<file path="config.mk">
export PLATFORM = sky130hd
export DESIGN_NAME = cts_codec
export DESIGN_NICKNAME = d
export VERILOG_FILES = /design/src/hdl/cts_pkg.sv /design/src/hdl/cts_codec.sv
export VERILOG_INCLUDE_DIRS = /design/src /design/src/hdl
export SDC_FILE = /design/constraint.sdc
export NUM_CORES = 1
export LEC_CHECK = 0
export ABC_CLOCK_PERIOD_IN_PS = 5350
export BUFFER_PORTS_ARGS = -buffer_cell sky130_fd_sc_hd__buf_4
export CAP_MARGIN = 5
export CORE_UTILIZATION = 47
export CTS_CLUSTER_DIAMETER = 150
export DETAILED_ROUTE_END_ITERATION = 7
export PLACE_DENSITY = 0.69
export SYNTH_ARGS = -nofsm -noshare
export SYNTH_HDL_FRONTEND = slang
export SYNTH_SLANG_ARGS = --single-unit
export TNS_END_PERCENT = 5
</file>
<file path="constraint.sdc">
create_clock -name clock -period 5.35 [get_ports clock]
set_clock_uncertainty 0.05 [all_clocks]
set_input_delay 0.8025 -clock clock [delete_from_list [all_inputs] [get_ports clock]]
set_output_delay 0.8025 -clock clock [all_outputs]
set_load 0.02 [all_outputs]
</file>
<file path="src/hdl/cts_defs.svh">
// constants for the trellis scrambler codec
`ifndef CTS_DEFS_SVH
`define CTS_DEFS_SVH
`define CTS_SCR_LEN 23
`define CTS_TAP_CUST 18
`define CTS_TAP_EXCH 5
`define CTS_INFO_64 3'd5
`define CTS_INFO_128 3'd6
`define CTS_INFO_UNC 3'd6
`define CTS_LOCK_ONES 5'd23
`define CTS_CLK_HZ 25'd10000000
`define CTS_BAUD_64 25'd233600
`define CTS_BAUD_128 25'd386667
`define CTS_PPM_64 110
`define CTS_PPM_128 90
`define CTS_FIFO_DEPTH 16
`define CTS_SYM_W 7
`endif

</file>
<file path="src/hdl/cts_pkg.sv">
// types for the trellis scrambler codec
package cts_pkg;
    typedef logic [6:0] cts_sym_t;
    typedef enum logic [1:0] {
        CTS_SELF = 2'b01,
        CTS_LOCK = 2'b10
    } cts_scr_e;
endpackage

</file>
<file path="src/hdl/cts_codec.sv">
// trellis coder, scramblers and symbol fifo for the cap transceiver
`timescale 1ns/10ps
`default_nettype none
`include "cts_defs.svh"

// ==========================================
// symbol fifo
module cts_fifo #(
    parameter int W = 7,
    parameter int D = 16
) (
    // clock and reset
    input wire logic clock,
    input wire logic rst_b,
    // fill side
    input wire logic in_valid,
    output logic in_ready,
    input wire logic [W-1:0] in_data,
    // drain side
    output logic out_valid,
    input wire logic out_ready,
    output logic [W-1:0] out_data
);
    localparam int AW = $clog2(D);
    logic [W-1:0] mem_r [D];
    logic [AW:0] wp_r;
    logic [AW:0] rp_r;
    wire logic empty = (wp_r == rp_r);
    wire logic full = (wp_r[AW] != rp_r[AW]) && (wp_r[AW-1:0] == rp_r[AW-1:0]);
    wire logic wr = in_valid && !full;
    wire logic rd = out_ready && !empty;
    assign in_ready = !full;
    assign out_valid = !empty;
    assign out_data = mem_r[rp_r[AW-1:0]];

    always_ff @(posedge clock or negedge rst_b) begin
        if (!rst_b) begin
            wp_r <= '0;
            rp_r <= '0;
        end else begin
            if (wr) begin
                wp_r <= wp_r + 1'b1;
            end
            if (rd) begin
                rp_r <= rp_r + 1'b1;
            end
        end
    end

    always_ff @(posedge clock) begin
        if (wr) begin
            mem_r[wp_r[AW-1:0]] <= in_data;
        end
    end
endmodule

// ==========================================
// codec top
// Operation
// - coded 64-point at 1168 kbit/s, coded 128-point at 2320 kbit/s.
// - two-dimensional eight-state trellis code, no differential coding.
// - six bits per symbol at 64 points, seven at 128; one redundant.
// - 64-point mode groups five scrambled bits per symbol, first bit lsb.
// - 128-point mode groups six scrambled bits per symbol, first bit lsb.
// - first two group bits feed systematic encoder giving one redundant bit.
// - redundant bit plus info bits select the constellation point.
// - start-up sends uncoded 64-point symbols, encoder bypassed.
// - coded signal is Tomlinson precoded downstream of the code word.
// - customer unit scrambles with taps 18,23, descrambles with opposite taps.
// - exchange unit scrambles with taps 5,23.
// - self-synchronizing scrambler outputs input divided by polynomial.
// - self-synchronizing descrambler multiplies input by polynomial.
// - data mode: free-running sequence xored in and xored out.
// - switch to locked only during all-ones data, ends switch independently.
// - every frame bit passes the scrambler, overhead and stuffing included.
// - 1168 kbit/s symbols at 233.60 kbaud within 110 ppm.
// - 2320 kbit/s symbols at 386.667 kbaud within 90 ppm.
module cts_codec (
    // clock and reset
    input wire logic clock,
    input wire logic rst_b,
    // configuration
    input wire logic exchange_side_unit,
    input wire logic pair128,
    input wire logic tx_lock_req,
    input wire logic rx_lock_req,
    // transmit bits from framer
    input wire logic tx_bit,
    input wire logic tx_bit_valid,
    output logic tx_bit_ready,
    // transmit symbols to modulator
    output logic [`CTS_SYM_W-1:0] tx_sym_code,
    output logic tx_sym_valid,
    // receive symbols from demodulator
    input wire logic [`CTS_SYM_W-1:0] rx_sym_code,
    input wire logic rx_sym_valid,
    output logic rx_sym_ready,
    // receive bits to framer
    output logic rx_bit,
    output logic rx_bit_valid,
    // status
    output logic tx_locked,
    output logic rx_locked
);
    // tap position, taken from the shift register of the given direction
    function automatic logic scr_fb(input logic [22:0] r, input logic exch);
        scr_fb = (exch ? r[`CTS_TAP_EXCH-1] : r[`CTS_TAP_CUST-1]) ^ r[`CTS_SCR_LEN-1];
    endfunction

    // 8-state systematic code: next state from state and two info bits
    function automatic logic [2:0] trl_next(input logic [2:0] w, input logic i1,
                                            input logic i2);
        trl_next = {w[1] ^ i2, w[0] ^ i1 ^ w[2], w[2] ^ i2 ^ i1};
    endfunction

    // group size for a given lock state
    function automatic logic [2:0] grp_size(input logic locked, input logic p128);
        grp_size = !locked ? `CTS_INFO_UNC : (p128 ? `CTS_INFO_128 : `CTS_INFO_64);
    endfunction

    // ==========================================
    // transmit scrambler and grouping
    cts_pkg::cts_scr_e tx_st_r;
    cts_pkg::cts_scr_e tx_st_nxt;
    logic [22:0] scr_r;
    logic [4:0] tx_ones_r;
    logic [5:0] grp_r;
    logic [2:0] cnt_r;
    logic [2:0] trellis_state_bits_r;
    wire logic tx_lk = (tx_st_r == cts_pkg::CTS_LOCK);
    wire logic [2:0] tx_size = grp_size(tx_lk, pair128);
    wire logic grp_full = (cnt_r == tx_size);
    wire logic tx_take = tx_bit_valid && !grp_full;
    wire logic scr_seq = scr_fb(scr_r, exchange_side_unit);
    wire logic scr_out = tx_bit ^ scr_seq;
    wire logic scr_in = tx_lk ? scr_seq : scr_out;
    logic fifo_in_ready;
    wire logic push = grp_full && fifo_in_ready;
    wire logic tx_ones_full = (tx_ones_r == `CTS_LOCK_ONES);
    wire logic tx_bound = (cnt_r == 3'd0);
    wire logic group_first_info_bit = grp_r[0];
    wire logic group_second_info_bit = grp_r[1];
    wire logic trellis_redundant_bit = trellis_state_bits_r[0];
    wire logic [2:0] trl_nxt = trl_next(trellis_state_bits_r, group_first_info_bit,
                                        group_second_info_bit);
    wire cts_pkg::cts_sym_t sym_coded = pair128 ?
        {grp_r[5:0], trellis_redundant_bit} :
        {1'b0, grp_r[4:0], trellis_redundant_bit};
    wire cts_pkg::cts_sym_t sym_unc = {1'b0, grp_r[5:0]};
    wire cts_pkg::cts_sym_t sym_word = tx_lk ? sym_coded : sym_unc;
    assign tx_bit_ready = !grp_full;
    assign tx_locked = tx_lk;

    always_comb begin
        tx_st_nxt = tx_st_r;
        case (tx_st_r)
            cts_pkg::CTS_SELF: begin
                if (tx_lock_req && tx_ones_full && tx_bound) begin
                    tx_st_nxt = cts_pkg::CTS_LOCK;
                end
            end
            cts_pkg::CTS_LOCK: begin
                if (!tx_lock_req && tx_bound) begin
                    tx_st_nxt = cts_pkg::CTS_SELF;
                end
            end
            default: begin
                tx_st_nxt = cts_pkg::CTS_SELF;
            end
        endcase
    end

    always_ff @(posedge clock or negedge rst_b) begin
        if (!rst_b) begin
            tx_st_r <= cts_pkg::CTS_SELF;
            scr_r <= '0;
            tx_ones_r <= '0;
        end else begin
            tx_st_r <= tx_st_nxt;
            if (tx_take) begin
                scr_r <= {scr_r[21:0], scr_in};
                tx_ones_r <= !tx_bit ? 5'd0 : (tx_ones_full ? tx_ones_r : tx_ones_r + 5'd1);
            end
        end
    end

    always_ff @(posedge clock or negedge rst_b) begin
        if (!rst_b) begin
            grp_r <= '0;
            cnt_r <= '0;
            trellis_state_bits_r <= '0;
        end else begin
            if (push) begin
                cnt_r <= '0;
                trellis_state_bits_r <= tx_lk ? trl_nxt : 3'h0;
            end else if (tx_take) begin
                grp_r[cnt_r] <= scr_out;
                cnt_r <= cnt_r + 3'd1;
            end
        end
    end

    // ==========================================
    // symbol fifo and symbol-rate tick
    logic fifo_out_valid;
    cts_pkg::cts_sym_t fifo_out_data;
    logic [24:0] acc_r;
    logic sym_valid_r;
    cts_pkg::cts_sym_t sym_code_r;
    // accumulator ratio is exact at 233.6 kbaud and under 1 ppm off at 386.667
    wire logic [24:0] baud = pair128 ? `CTS_BAUD_128 : `CTS_BAUD_64;
    wire logic [24:0] acc_sum = acc_r + baud;
    wire logic tick = (acc_sum >= `CTS_CLK_HZ);
    assign tx_sym_code = sym_code_r;
    assign tx_sym_valid = sym_valid_r;

    cts_fifo #(.W(`CTS_SYM_W), .D(`CTS_FIFO_DEPTH)) u_fifo (
        .clock(clock),
        .rst_b(rst_b),
        .in_valid(grp_full),
        .in_ready(fifo_in_ready),
        .in_data(sym_word),
        .out_valid(fifo_out_valid),
        .out_ready(tick),
        .out_data(fifo_out_data)
    );

    always_ff @(posedge clock or negedge rst_b) begin
        if (!rst_b) begin
            acc_r <= '0;
            sym_valid_r <= 1'b0;
            sym_code_r <= '0;
        end else begin
            acc_r <= tick ? acc_sum - `CTS_CLK_HZ : acc_sum;
            sym_valid_r <= tick && fifo_out_valid;
            if (tick && fifo_out_valid) begin
                sym_code_r <= fifo_out_data;
            end
        end
    end

    // ==========================================
    // receive serialiser and descrambler
    cts_pkg::cts_scr_e rx_st_r;
    cts_pkg::cts_scr_e rx_st_nxt;
    logic [22:0] dsc_r;
    logic [4:0] rx_ones_r;
    logic [5:0] rxs_r;
    logic [2:0] left_r;
    logic rx_bit_r;
    logic rx_bit_valid_r;
    wire logic rx_lk = (rx_st_r == cts_pkg::CTS_LOCK);
    wire logic rx_take = rx_sym_valid && (left_r == 3'd0);
    wire logic rx_shift = (left_r != 3'd0);
    wire logic dsc_seq = scr_fb(dsc_r, !exchange_side_unit);
    wire logic dsc_out = rxs_r[0] ^ dsc_seq;
    wire logic dsc_in = rx_lk ? dsc_seq : rxs_r[0];
    wire logic rx_ones_full = (rx_ones_r == `CTS_LOCK_ONES);
    wire logic [5:0] rx_info = rx_lk ? rx_sym_code[6:1] : rx_sym_code[5:0];
    assign rx_sym_ready = (left_r == 3'd0);
    assign rx_bit = rx_bit_r;
    assign rx_bit_valid = rx_bit_valid_r;
    assign rx_locked = rx_lk;

    always_comb begin
        rx_st_nxt = rx_st_r;
        case (rx_st_r)
            cts_pkg::CTS_SELF: begin
                if (rx_lock_req && rx_ones_full && !rx_shift) begin
                    rx_st_nxt = cts_pkg::CTS_LOCK;
                end
            end
            cts_pkg::CTS_LOCK: begin
                if (!rx_lock_req && !rx_shift) begin
                    rx_st_nxt = cts_pkg::CTS_SELF;
                end
            end
            default: begin
                rx_st_nxt = cts_pkg::CTS_SELF;
            end
        endcase
    end

    always_ff @(posedge clock or negedge rst_b) begin
        if (!rst_b) begin
            rx_st_r <= cts_pkg::CTS_SELF;
            dsc_r <= '0;
            rx_ones_r <= '0;
            rxs_r <= '0;
            left_r <= '0;
            rx_bit_r <= 1'b0;
            rx_bit_valid_r <= 1'b0;
        end else begin
            rx_st_r <= rx_st_nxt;
            rx_bit_valid_r <= rx_shift;
            if (rx_take) begin
                rxs_r <= rx_info;
                left_r <= grp_size(rx_lk, pair128);
            end else if (rx_shift) begin
                rxs_r <= {1'b0, rxs_r[5:1]};
                left_r <= left_r - 3'd1;
                dsc_r <= {dsc_r[21:0], dsc_in};
                rx_bit_r <= dsc_out;
                rx_ones_r <= !dsc_out ? 5'd0 : (rx_ones_full ? rx_ones_r : rx_ones_r + 5'd1);
            end
        end
    end

    // ==========================================
    // checks
    a_group_size: assert property (@(posedge clock) disable iff (!rst_b)
        push |-> cnt_r == (tx_lk ? (pair128 ? 3'd6 : 3'd5) : 3'd6))
        else $error("symbol pushed with wrong group size");
    a_lock_ones: assert property (@(posedge clock) disable iff (!rst_b)
        $rose(tx_lk) |-> $past(tx_ones_r) == 5'd23)
        else $error("transmit locked without all-ones run");
    a_uncoded_start: assert property (@(posedge clock) disable iff (!rst_b)
        push && !tx_lk |-> sym_word == {1'b0, grp_r})
        else $error("start-up symbol not uncoded");
    a_code_redundant: assert property (@(posedge clock) disable iff (!rst_b)
        push && tx_lk |=> trellis_state_bits_r == trl_next($past(trellis_state_bits_r),
                                     $past(grp_r[0]), $past(grp_r[1])))
        else $error("trellis state not advanced by first two bits");
    a_self_sync: assert property (@(posedge clock) disable iff (!rst_b)
        tx_take && !tx_lk |=> scr_r[0] == $past(scr_out))
        else $error("self-sync scrambler did not feed back output");
    a_rx_locked_seq: assert property (@(posedge clock) disable iff (!rst_b)
        rx_shift && rx_lk |=> dsc_r[0] == $past(dsc_seq))
        else $error("locked descrambler did not free-run");
    a_rx_burst: assert property (@(posedge clock) disable iff (!rst_b)
        rx_take |=> ##1 rx_bit_valid_r [*5])
        else $error("received symbol did not yield its bits");
    a_tick_spacing: assert property (@(posedge clock) disable iff (!rst_b)
        tick |=> !tick ##1 !tick)
        else $error("symbol tick faster than symbol rate");
    a_sym_from_tick: assert property (@(posedge clock) disable iff (!rst_b)
        sym_valid_r |-> $past(tick))
        else $error("symbol issued off the symbol tick");
endmodule
`default_nettype wire

</file>
# ---- Word level (Yosys, flattened, before mapping)
# Memories as Yosys holds them, arrays and structs flattened. A register that Yosys moved wholly into a read port is not among the register bits.
# Cells that the tools add are included.
dict set report totals {
  ff_bits 119
  ramBits 112
  output_inout_bits 14
  wordCells 120
  mem_count 1
}
# memory depth width rd rd_ports_with_merged_regs write_ports line_no
set memory_table {}
lappend memory_table {u_fifo.mem_r 16 7 1 1 1 cts_codec.sv:25} ;# logic [W-1:0] mem_r [D];
dict set report classes {
  n_addsub 8
  order_cmp 3
  n_eq_ne 16
  muxes 34
  n_bitwise 11
  n_reduce_logical 30
}
# cell n
set op_table {}
lappend op_table {{25-bit by 19-bit adder with 25-bit output} 1}
lappend op_table {{25-bit by 24-bit greater-or-equal comparator with 1-bit output (second input constant)} 1}
lappend op_table {{25-bit two-way mux} 1}
lappend op_table {{25-bit by 24-bit subtractor with 25-bit output (second input constant)} 1}
lappend op_table {{5-bit by 1-bit adder with 5-bit output (second input constant)} 4}
lappend op_table {{5-bit two-way mux} 4}
lappend op_table {{19-bit two-way mux} 1}
lappend op_table {{3-bit two-way mux} 6}
lappend op_table {{6-bit two-way mux} 3}
lappend op_table {{7-bit two-way mux} 2}
lappend op_table {{1-bit logical AND} 12}
lappend op_table {{2-bit two-way mux} 6}
lappend op_table {{5-bit equality test (second input constant)} 2}
lappend op_table {{2-bit AND reduction} 5}
lappend op_table {{1-bit XOR} 9}
lappend op_table {{2-bit != test (second input constant)} 4}
lappend op_table {{2-bit case mux with 2 select lines} 2}
lappend op_table {{1-bit logical NOT} 7}
lappend op_table {{1-bit two-way mux} 7}
lappend op_table {{6-bit bitwise mux} 1}
lappend op_table {{3-bit logical NOT} 2}
lappend op_table {{5-bit equality test} 1}
lappend op_table {{2-bit by 1-bit equality test with 1-bit output (second input constant)} 2}
lappend op_table {{2-bit equality test (second input constant)} 2}
lappend op_table {{other kinds (13)} 16}

# ---- Depth between registers and ports, before layout
# Gate-level depths: netlist of run 1.
dict set report logic_depth {
  depth_word 7
  mapped_depth 14
  mapped_depth_nobuf 13
}

# ---- By module
# Synthesis of run 1 repeated with hierarchy kept, for this count alone.
dict set report unflattened {
  cells_unflattened 960
  hier_area_um2 11722.5
}
# module n_inst cells_each area_each_um2 seq_area_each_um2
set by_module_without_submodules {}
lappend by_module_without_submodules {cts_codec 1 707 6766.5 2905.3}
lappend by_module_without_submodules {cts_fifo 1 253 4956.0 3613.5}

# ---- Worst setup path before layout of run 1
# Ideal clock, no wire load.
dict set report synth_path {
  path_type {in2reg}
  start {input port pair128}
  end {register sym_code_r[0], in the netlist tx_sym_code[0] (read register of u_fifo.mem_r)}
  arrival_ns 3.876
  required_time_ns 5.175
  path_slack_ns 1.299
  cell_stages 13
  path_buffers 0
  path_cell_list {ha_1 -> inv_1 -> fa_1 -> nand3b_1 -> a211oi_1 -> or3_1 -> nand2_1 -> ha_1 -> o31ai_1 -> a221o_1 -> a22oi_4 -> a21oi_4 -> mux2_2}
}
dict set report synth_between {
  elab_chain_len 4
}
# item line_no
set synth_lines {}
lappend synth_lines {{start, declared} cts_codec.sv:84} ;# input wire logic pair128,
lappend synth_lines {{19-bit two-way mux (no line)} n/a}
lappend synth_lines {{25-bit by 19-bit adder with 25-bit output} cts_codec.sv:212} ;# wire logic [24:0] acc_sum = acc_r + baud;
lappend synth_lines {{25-bit by 24-bit greater-or-equal comparator with 1-bit output (no line)} n/a}
lappend synth_lines {{1-bit logical AND} n/a}
lappend synth_lines {{via u_fifo.rd} cts_codec.sv:31} ;# wire logic rd = out_ready && !empty;
lappend synth_lines {{end, declared} cts_codec.sv:209} ;# cts_pkg::cts_sym_t sym_code_r;
# The timed path passes the listed nets, and every way through them passes these cells.
# A chain may end at the register's enable or synchronous reset.

# ---- Worst setup path in the final report of run 1
dict set report layout_path {
  start {input port pair128}
  end {register sym_code_r[5], in the netlist tx_sym_code[5] (read register of u_fifo.mem_r)}
}
# Same word-level chain as after synthesis.

==> results of run 1 <==
## cells by family after synthesis
kind of cell / after synthesis / synth area share (%)
AO/OA/AOI/OAI: 172 / 10.7
XOR/XNOR: 45 / 3.44
adder cells (fa/ha/maj): 26 / 2.90
buffers and inverters: 76 / 2.62
flip-flops: 238 / 56.9
multiplexers: 82 / 11.4
AND/OR/NAND/NOR: 288 / 12.1
## sequential cells by signal (all words and copies together), names as in the netlist, 2 cells and up
name	cells
cnt_r	3
scr_r	23
rx_ones_r	5
dsc_r	23
acc_r	25
u_fifo.wp_r	5
left_r	3
rxs_r	6
trellis_state_bits_r	3
rx_st_r	2
tx_ones_r	5
u_fifo.mem_r	112
grp_r	6
tx_sym_code	7
u_fifo.rp_r	5
tx_st_r	2
## power by group
part           switching, mW  leakage [nW]  internal (mW)  total (mW)
clock network          0.703         0.425           1.08        1.78
registers              0.361          2.53           2.47        2.83
logic                   1.76          2.08           1.27        3.03
## per-layer routing
layer | global-route usage (%) | vias to the layer above | wire length (microns)
met5 | 0 | - | 0
met4 | 5.36 | 0 | 493
met3 | 3.01 | 35 | 1180
met2 | 32.2 | 170 | 11100
met1 | 28.8 | 3694 | 10900
li1 | - | 3479 | -
## path summary, 6_finish.rpt
kind                       cells after the start                  from  slack (ns)                          to
max                                           13               pair128        0.92  tx_sym_code[5]$_DFFE_PN0P_
min                                            1                 rst_b        0.26         acc_r[14]$_DFF_PN0_
max reg2reg                                   13    acc_r[0]$_DFF_PN0_        1.15  tx_sym_code[5]$_DFFE_PN0P_
min reg2reg                                    2  dsc_r[8]$_DFFE_PN0P_        0.41        dsc_r[8]$_DFFE_PN0P_
max in group asynchronous                      2                 rst_b        3.86      tx_st_r[0]$_DFFE_PN1P_
min in group clock                             2  dsc_r[8]$_DFFE_PN0P_        0.41        dsc_r[8]$_DFFE_PN0P_
## per-stage QoR
step           instance area [sq um]  util (%)
6_report                       12900      54.3
5_1_grt                        12900      54.3
3_3_place_gp                   12000      50.6
4_1_cts                        12900      54.3
3_5_place_dp                   12000      50.6
2_1_floorplan                  11500         -
## worst register-to-register path, cell delays in order, from the launching register on
cell	delay [ns]
dfrtp_1	0.33
ha_1	0.16
inv_1	0.06
fa_1	0.40
nand3b_1	0.31
a211oi_1	0.42
or3_1	0.19
nand2_1	0.08
ha_1	0.23
o31ai_1	0.56
a221o_1	0.32
a22oi_4	0.20
a21oi_4	0.40
mux2_2	0.38
## layout by cell type (no fill, tap or decap), drive strengths merged, types with 8 or more instances in the layout
cell type / count
o21ai: 44
nor3: 9
dfrtp: 124
mux2: 37
a21oi: 39
a211oi: 13
xnor2: 27
clkbuf: 34
nand3: 19
xor2: 18
o211ai: 9
buf: 41
nand2: 144
nand4: 8
or3: 9
edfxtp: 112
mux2i: 10
nor2: 44
inv: 32
and2: 8
mux4: 35
ha: 25
clkinv: 10
## cell type report
type,count,area (sq um),area share [%]
inverters,31,116,0.905
well taps,319,399,3.10
clock buffers,34,711,5.53
multi-input cells,613,4640,36.1
flip-flops and latches,238,6520,50.7
clock inverters,14,154,1.20
repair buffers,41,312,2.42
==> summary.md, run 1 <==
| Metric | Value |
|---|---|
| Grt ovf | 0 |
| First-pass DRT Iterations | 5 |
| Post-Syn Instances | roughly 930 |
| Vias after detailed routing | 7378 |
| Fin nets | between 900 and 1000 |
| Core area | roughly 24000 sq um |
| Via density | approximately 5.7 |
| Largest stage delay on the critical path | between 0.5 and 0.6 ns |
| Peak supply drop | between 0.0002 and 0.0003 V |
| CTS H-tree lvls | 1 |
| Final Hold Fails | 0 |
| Clock transition at path regs | 0.06 ns |
| Critical path cell sequence | buf_4, inv_1, fa_1, nand3b_1, a211oi_1, or3_1, nand2_1, ha_1, o31ai_1, a221o_1, a22oi_4, a21oi_4, mux2_2 |
| Post-synthesis async set-or-reset flop share | 52.9% |
| Port Buffers | 29 |
| Crit path max-delay family | compound AO/OA/AOI/OAI gates |
| Setup CP Type | primary input to flip-flop |
| CTS sink cnt | between 200 and 250 |
| Root buf cell | clkbuf_16 |
| Max-cap violations | 0 |
| Critical Path RT | about 5.7 ns |
| Yosys top cell area share | approximately 30% |
| RSZ-0062 raised after global routing | no |
| Kind of capture point of the worst setup path | flip-flop |
| Final worst-path cycle share | just over 80% |
| Pre-CTS WS | ~0.4 ns |
| Fillcell total | slightly above 2000 |
| Post-synthesis sequential area ratio | a little under three fifths |
| Count leader, synth | nand2_1 |
| First-pass GRT wire length | approximately 39000 microns |
| Top-level I/O count | 30 |
| Hold slack | roughly 0.26 ns |
| Die area | about 25000 sq um |
| WL/cell | 18.4 microns |
| Post-synth top area cell | edfxtp_1 |
| Ys Warns | 0 |
| Share of post-route cells with drive strength above 1 | a little under a fifth |
| Vias in the first global route | approximately 7500 |
| Ant diodes | 0 |
| Final setup vio count | 0 |
| HP Class | primary input to async pin |
| CTS max path bufs | 3 |
| Largest net degree at the start of global routing | 86 |
| Hold buffers post-CTS | 0 |
| All-layer global routing usage | just over 20% |
| Post-layout min period | roughly 4.4 ns |
| Core Rows | 56 |
| CTS resizes | 0 |
| Final wirelength | between 20000 and 25000 microns |
| Ys flop type | dfrtp_1 |
| CP startpoint kind | primary input |
| Die Ht | roughly 160 microns |
| Post-CTS Setup Inserts | 0 |
| Initial DRC count | 536 |
| Total placed cells including tap cells | between 1000 and 1500 |
| Setup TNS | 0 ns |
| Initial Utilization | approximately half |
| HPWL after DPL | roughly 16000 microns |
| Number of synthesized flops with an enable pin | ~110 |
| Static Leak | between 5 and 6 nW |
| TritonCTS buffer count | 26 |
| Mapped Avg Cell Area | about 12 sq um |
| Fin worst setup slack | approximately 0.92 ns |
| Flops & latches, synth | between 200 and 250 |
| Synth top area cells | edfxtp_1 29%, dfrtp_1 27%, mux4_2 6.9%, nand2_1 4.7%, mux2_2 3.4% |
| Post-synth top cells | 143 x nand2_1, 124 x dfrtp_1, 112 x edfxtp_1, 44 x nor2_1, 42 x o21ai_0 |
| Status | completed |
| Initial antenna violation count | 0 |
| Headroom to the max-slew limit | 30.0% |
| Slew Limit Fails | 0 |
| Least-Margin Pin Slew | approximately 1.0 ns |
| F_max | approximately 230 MHz |
| Layout Cells excl Fill | approximately 1300 |
| Critical path arrival | between 4 and 5 ns |
| Routed Antenna Nets | 0 |
| DRC errors left | 0 |
| Synth cell types | a little over 80 |
| Synth Cell Area | 11500 sq um |
| Die Wd | ~160 microns |
| Largest fanout on the critical path | 19 |
| RePlAce Congestion | 0.928 |
| Area Growth Syn to Fin | 12.1% |
| P per Cell Area | roughly 590 nW/um^2 |
| Critical-path top delay cell | o31ai_1 |
| Number of buffers and inverters on the critical path | 2 |
| CTS tree | done |
| Total power | ~7.6 mW |
| Worst skew pair latency | about 0.52 ns |
| Net count after synthesis | ~970 |
No activity file was read; power rests on OpenSTA's default activity.
==> run 2, diff against run 1 <==
- ABC_AREA: unset -> 1
- ABC_CLOCK_PERIOD_IN_PS: 5350 -> 3640
- PLACE_DENSITY: 0.69 -> 0.71
- clock period: 5.35 -> 3.64 ns (I/O delays scaled with it)
==> summary.md, run 2 <==
| Metric | Value |
|---|---|
| Status | completed |
| Number of synthesized flops with an enable pin | 112 (unchanged) |
| Root buf cell | clkbuf_16 |
| CTS resizes | 0 (unchanged) |
| Max reg flops | 112 (unchanged) |
| Ant diodes | 0 (unchanged) |
| First-pass DRT Iterations | 5 (unchanged) |
| Port Buffers | 29 (unchanged) |
| Static Leak | 6.06 nW (+20%) |
| Core area | 25100 sq um (+6.0%) |
| HP Class | primary input to async pin |
| Synth Cell Area | 12000 sq um (+4.8%) |
| Flops & latches, synth | 238 (unchanged) |
| Mapped Avg Cell Area | 8.77 sq um (-29%) |
| Final Hold Fails | 0 (unchanged) |
| WL/cell | 14.9 microns (-19%) |
| CTS sink cnt | 238 (unchanged) |
| Synth cell types | 44 (-47%) |
| Post-Syn Instances | 1370 (+48%) |
| Final worst-path cycle share | roughly 87% |
| Post-layout min period | 3.18 ns |
| TritonCTS buffer count | 24 (-7.7%) |
| Yosys top cell area share | 28.0% (-1.3 points) |
| Post-synthesis sequential area ratio | 54.3% (-2.6 points) |
| Slew Limit Fails | 0 (unchanged) |
| Met3 WL | 1530 microns (+29%) |
| Net count after synthesis | 1412 (+46%) |
| Routed Antenna Nets | 0 (unchanged) |
| Post-CTS Setup Inserts | 0 (unchanged) |
| Initial Utilization | 47.8% (-0.56 points) |
| M1 WL | 12200 microns (+12%) |
| First-pass GRT wire length | 43900 microns (+12%) |
| Least-Margin Pin Slew | 1.24 ns (+0.200 ns) |
| F_max | between 300 and 400 MHz |
| Design Area, Final | 13500 sq um (+5.3%) |
| Final wirelength | 26300 microns (+11%) |
| Area Growth Syn to Fin | 12.7% |
| Largest fanout on the critical path | 22 (+3) |
| Commonest non-fill, non-tap cell in the layout | nand2_1 |
| Met2 wire length | 12100 microns (+8.5%) |
| Grt ovf | 0 (unchanged) |
| Synth top area cells | edfxtp_1 28%, dfrtp_1 26%, nand2_1 12%, nor2_1 5.0%, inv_1 4.1% |
| Multi-input gate area | 4770 sq um (+2.7%) |
| CP startpoint kind | flip-flop |
| Critical Path RT | 3.99 ns (-1.72 ns) |
| Setup TNS | 0 ns (unchanged) |
| Core Rows | 58 (+3.6%) |
| Post-synth top cells | 382 x nand2_1, 159 x nor2_1, 132 x inv_1, 124 x dfrtp_1, 112 x edfxtp_1 |
| Post-synth top area cell | edfxtp_1 |
| Die Ht | 162 microns (+2.3%) |
| Ys Warns | 0 (unchanged) |
| P per Cell Area | 888 nW/um^2 (+49%) |
| Die Wd | 162 microns (+2.3%) |
| Largest net degree at the start of global routing | 69 (-20%) |
| Peak supply drop | 0.000426 V (+53%) |
| Kind of capture point of the worst setup path | flip-flop |
| Clock transition at path regs | 0.06 ns (about the same) |
| Ys flop type | dfrtp_1 |
| Fin nets | 1466 (+48%) |
| Fillcell total | 2255 (+11%) |
| Final setup vio count | 0 (unchanged) |
| CTS max path bufs | 3 (unchanged) |
| Critical path arrival | 3.53 ns (-1.26 ns) |
| Initial DRC count | 720 (+34%) |
| Post-synthesis async set-or-reset flop share | 52.9% (unchanged) |
| Headroom to the max-slew limit | 16.9% (-13 points) |
| HPWL after DPL | 18300 microns (+15%) |
| Share of post-route cells with drive strength above 1 | 11.9% (-6.5 points) |
| Count leader, synth | nand2_1 |
| Top-level I/O count | 30 (unchanged) |
| Worst skew pair latency | 0.51 ns (about the same) |
| Vias after detailed routing | 9260 (+26%) |
| Hold buffers post-CTS | 0 (unchanged) |
| DR top layer | met4 |
| Die area | 26200 sq um (+4.7%) |
| Via density | 5.23 (-8.6%) |
| All-layer global routing usage | 20.7% (+0.59 points) |
| Post-DP Area | 12800 sq um (+6.5%) |
| Max-cap violations | 0 (unchanged) |
| Commonest cells after routing, fill and taps aside | 382 x nand2_1, 159 x nor2_1, 132 x inv_1 |
| DRC errors left | 0 (unchanged) |
| CTS tree | done |
| Initial antenna violation count | 0 (unchanged) |
| RSZ-0062 raised after global routing | no |
| CTS H-tree lvls | 1 (unchanged) |
| RePlAce Congestion | 0.939 (+1.2%) |
| Vias in the first global route | 8939 (+19%) |
| Reg area | 6520 sq um (unchanged) |
| Setup CP Type | flip-flop to flip-flop |
==> run 2: logic make-up after synthesis <==
kind of cell / after synthesis / share of synthesized area, %
xor gates and xnor gates: 30 / 2.19
buffers and inverters: 183 / 6.03
muxes: 9 / 0.750
DFF: 238 / 54.3
and+or+nand+nor: 713 / 25.5
AOI/OAI and AO/OA: 171 / 8.51
adders and majority gates: 26 / 2.77
==> run 2: metal layers <==
metal | global-route usage (%) | up-vias
met2 | 34.0 | 203
met1 | 28.8 | 4393
met4 | 5.27 | 0
li1 | - | 4627
met5 | 0 | -
met3 | 3.32 | 37
==> run 2: path summary, 6_finish.rpt <==
kind | startpoint | endpoint | slack (ns) | cells after the start
worst min-delay path | rst_b | dsc_r[19]$_DFFE_PN0P_ | 0.1 | 1
worst min register to register | scr_r[14]$_DFFE_PN0P_ | scr_r[15]$_DFFE_PN0P_ | 0.42 | 2
worst max register to register | acc_r[6]$_DFF_PN0_ | acc_r[16]$_DFF_PN0_ | 0.46 | 19
min in group clock | rx_lock_req | rx_st_r[1]$_DFFE_PN0P_ | 0.26 | 2
max in group asynchronous | rst_b | tx_st_r[0]$_DFFE_PN1P_ | 2.57 | 2
worst max-delay path | acc_r[6]$_DFF_PN0_ | acc_r[16]$_DFF_PN0_ | 0.46 | 19
==> run 2: area by class of cell <==
| cell class | count | area share [%] |
|---|---|---|
| clock buffer | 35 | 5.34 |
| clock inverter | 8 | 0.342 |
| inverter | 145 | 4.02 |
| multi-input combinational | 949 | 35.2 |
| sequential | 238 | 48.2 |
| tap | 330 | 3.05 |
| timing repair buffer | 66 | 3.85 |
==> run 2: power breakdown <==
| part | internal [mW] | switching (mW) | leakage [nW] |
|---|---|---|---|
| Combinational | 1.87 | 3.76 | 3.05 |
| Sequential | 3.58 | 0.435 | 2.62 |
| Clock | 1.38 | 0.991 | 0.380 |
==> run 2: worst max-delay path, stage by stage, from the launching register on <==
cell	delay [ns]
dfrtp_1	0.37
ha_1	0.36
nand2_1	0.09
nand2_1	0.07
nor2_1	0.19
nand2_1	0.15
nand2_1	0.08
nand2_1	0.17
ha_1	0.27
inv_1	0.11
nand3_2	0.10
nand2_1	0.08
nand2_2	0.07
a21oi_2	0.20
nand2_2	0.13
nand3_4	0.22
buf_12	0.18
nand2_1	0.06
nand2_1	0.06
nand2_1	0.04
==> run 2: through the flow <==
| step | worst slack (ns) | std cells | hold slack, ns | total power, mW | utilization [%] |
|---|---|---|---|---|---|
| after global routing | 0.218 | 1771 | 0.178 | 13.0 | 53.9 |
| after detailed placement | 0.0484 | 1728 | 0.405 | 9.64 | 50.8 |
| after floorplan | 0.616 | 1370 | 0.200 | 8.21 | - |
| final | 0.463 | 1771 | 0.0958 | 12.0 | 53.9 |
| after CTS | 0.474 | 1771 | 0.131 | 12.1 | 53.9 |
| after global placement | 0.160 | 1728 | 0.401 | 9.50 | 50.8 |
==> run 3, diff against run 2 <==
- ABC_CLOCK_PERIOD_IN_PS: 3640 -> 3900
- CTS_BUF_LIST: unset -> sky130_fd_sc_hd__clkbuf_8
- PLACE_DENSITY: 0.71 -> 0.69
- clock period: 3.64 -> 3.9 ns (I/O delays scaled with it)
==> summary.md, run 3 (same netlist as run 2, synthesis figures left out) <==
| Metric | Value |
|---|---|
| Pre-CTS WS | 0.0699 ns (+0.0215 ns) |
| Least-Margin Pin Slew | 1.05 ns (-0.187 ns) |
| Critical Path RT | 4.25 ns (+0.26 ns) |
| Largest fanout on the critical path | 23 (+4.5%) |
| Sequential Power Share | 34.4% (+1.0 points) |
| Design Area, Final | 13500 sq um (-0.52%) |
| HP Class | primary input to async pin |
| Die Wd | 162 microns (unchanged) |
| Vias after detailed routing | 9293 (+0.36%) |
| DRC errors left | 0 (unchanged) |
| Setup CP Type | flip-flop to flip-flop |
| Static Leak | 6.09 nW (+0.54%) |
| Initial Utilization | 47.8% (unchanged) |
| Max reg flops | 112 (unchanged) |
| Die Ht | 162 microns (unchanged) |
| Top-level I/O count | 30 (unchanged) |
| Final worst-path cycle share | 85.5% (-1.8 points) |
| Clock transition at path regs | 0.06 ns (about the same) |
| Port Buffers | 29 (unchanged) |
| Grt ovf | 0 (unchanged) |
| Slew Limit Fails | 0 (unchanged) |
| Power share of the combinational group | 47.1% (+0.2 points) |
| Worst skew pair latency | 0.54 ns (+0.03 ns) |
| CTS resizes | 0 (unchanged) |
| TritonCTS buffer count | 38 (+58%) |
| CTS H-tree lvls | 2 (+1) |
| Core Rows | 58 (unchanged) |
| P per Cell Area | 814 nW/um^2 (-8.3%) |
| Critical path cell sequence | ha_1, inv_1, fa_1, inv_1, nand3_1, nand2_1, nand2_1, nand3b_1, nand2_1, ha_1, inv_1, nand3_2, nand2_1, nand2_2, a21oi_2, nand2_2, nand3_4, buf_12, nand2_1, nand2_1, nand2_1 |
| Hold buffers post-CTS | 0 (unchanged) |
| Layout Cells excl Fill | 1794 (+1.3%) |
| Largest stage delay on the critical path | 0.40 ns (+0.03 ns) |
| Initial DRC count | 591 (-18%) |
| RSZ-0062 raised after global routing | no |
| Switching Share | 44.0% (+0.76 points) |
| Vias in the first global route | 9076 (+1.5%) |
| First-pass GRT wire length | 44100 microns (+0.44%) |
| F_max | 300 MHz (-4.7%) |
| Post-CTS Setup Inserts | 0 (unchanged) |
| Fin worst setup slack | 0.567 ns (+0.104 ns) |
| HPWL after DPL | 18000 microns (-1.5%) |
| Critical path arrival | 3.69 ns (+0.16 ns) |
| Post-layout min period | 3.33 ns (+0.156 ns) |
| Initial antenna violation count | 0 (unchanged) |
| Peak supply drop | 0.000352 V (-17%) |
| Max-cap violations | 0 (unchanged) |
| Core area | 25100 sq um (unchanged) |
| Fin nets | 1477 (+0.75%) |
| Commonest non-fill, non-tap cell in the layout | nand2_1 |
| Psw | 4.82 mW (-7.2%) |
| Final setup vio count | 0 (unchanged) |
| CP most frequent cell | nand2_1 |
| Share of post-route cells with drive strength above 1 | 12.2% (+0.29 points) |
| Total placed cells including tap cells | 1725 (-0.17%) |
| Commonest cells after routing, fill and taps aside | 382 x nand2_1, 159 x nor2_1, 149 x inv_1 |
| CTS max path bufs | 3 (unchanged) |
| First-pass DRT Iterations | 5 (unchanged) |
| Headroom to the max-slew limit | 29.9% (+13 points) |
| RePlAce Congestion | 0.963 (+2.5%) |
| Final wirelength | 26300 microns (-0.15%) |
| Internal power | 6.14 mW (-10%) |
| Routed Antenna Nets | 0 (unchanged) |
| Post-DP Area | 12700 sq um (-0.25%) |
| Root buf cell | clkbuf_8 |
| Status | completed |
| Area Growth Syn to Fin | 12.1% |
| All-layer global routing usage | 21.0% (+0.30 points) |
| Die area | 26200 sq um (unchanged) |
| CTS tree | done |
| Ant diodes | 0 (unchanged) |
| Final Hold Fails | 0 (unchanged) |
| Setup TNS | 0 ns (unchanged) |
| Clock share of power | 18.5% (-1.2 points) |
| Via density | 5.18 (-0.93%) |
| CP startpoint kind | flip-flop |
| Kind of capture point of the worst setup path | flip-flop |
| CTS sink cnt | 238 (unchanged) |
| WL/cell | 14.7 microns (-1.4%) |
| Critical-path top delay cell | fa_1 |
| Largest net degree at the start of global routing | 111 (+61%) |
| Hold slack | 0.135 ns (+0.0387 ns) |
## run 3: cell count changes in the layout (fill, tap and decap cells not counted), moves of 3 or more
cell | previous run | this run
clkbuf_1 | 4 | 0
clkinv_1 | 2 | 5
clkinv_2 | 5 | 2
o21ai_1 | 14 | 11
o21ai_0 | 89 | 92
inv_1 | 132 | 149
clkbuf_8 | 6 | 43
clkbuf_16 | 25 | 0
buf_4 | 64 | 61
## run 3: worst paths after layout
path | slack, ns | from | to | cells past startpoint
worst min-delay path | 0.13 | rst_b | u_fifo.wp_r[2]$_DFFE_PN0P_ | 1
worst min register to register | 0.42 | scr_r[10]$_DFFE_PN0P_ | scr_r[11]$_DFFE_PN0P_ | 2
min in group clock | 0.29 | rx_lock_req | rx_st_r[1]$_DFFE_PN0P_ | 2
max in group asynchronous | 2.84 | rst_b | acc_r[9]$_DFF_PN0_ | 2
worst max-delay path | 0.57 | acc_r[0]$_DFF_PN0_ | acc_r[9]$_DFF_PN0_ | 21
worst max register to register | 0.57 | acc_r[0]$_DFF_PN0_ | acc_r[9]$_DFF_PN0_ | 21
## run 3: per-stage QoR
| stage | power, mW | utilization [%] |
|---|---|---|
| 4_1_cts | 11.0 | 53.6 |
| 2_1_floorplan | 7.66 | - |
| 5_1_grt | 11.9 | 53.6 |
| 6_report | 11.0 | 53.6 |
| 3_5_place_dp | 8.95 | 50.7 |
| 3_3_place_gp | 8.82 | 50.7 |
## run 3: final cells by class
class,instances,area [sq um]
Clock buffer,43,592
Clock inverter,26,139
Fill cell,2305,11600
Inverter,145,544
Multi-Input combinational cell,949,4770
Sequential cell,238,6520
Tap cell,330,413
Timing Repair Buffer,63,489
## run 3: power by group through the flow
stage                     clock [mW]  sequential (mW)  combinational (mW)
after floorplan                    0             3.73                3.93
after global placement             0             3.80                5.02
after detailed placement           0             3.80                5.14
after CTS                       2.08             3.77                5.17
after global routing            2.19             3.84                5.90
final                           2.03             3.77                5.16
## run 3: metal layers
layer / track usage [%] / part of all wire (%) / vias to the layer above
li1: - / - / 4655
met1: 28.5 / 46 / 4397
met2: 34.8 / 47 / 194
met3: 3.12 / 4.5 / 47
met4: 6.56 / 2.1 / 0
met5: 0 / 0 / -
## run 3: critical path, delay by kind of cell (launching register included)
| kind | cells | cell delay (ns) |
|---|---|---|
| AOI/OAI and AO/OA | 1 | 0.20 |
| buffers and inverters | 4 | 0.43 |
| and+or+nand+nor | 13 | 1.42 |
| adders and majority gates | 3 | 0.76 |
| DFF | 1 | 0.34 |
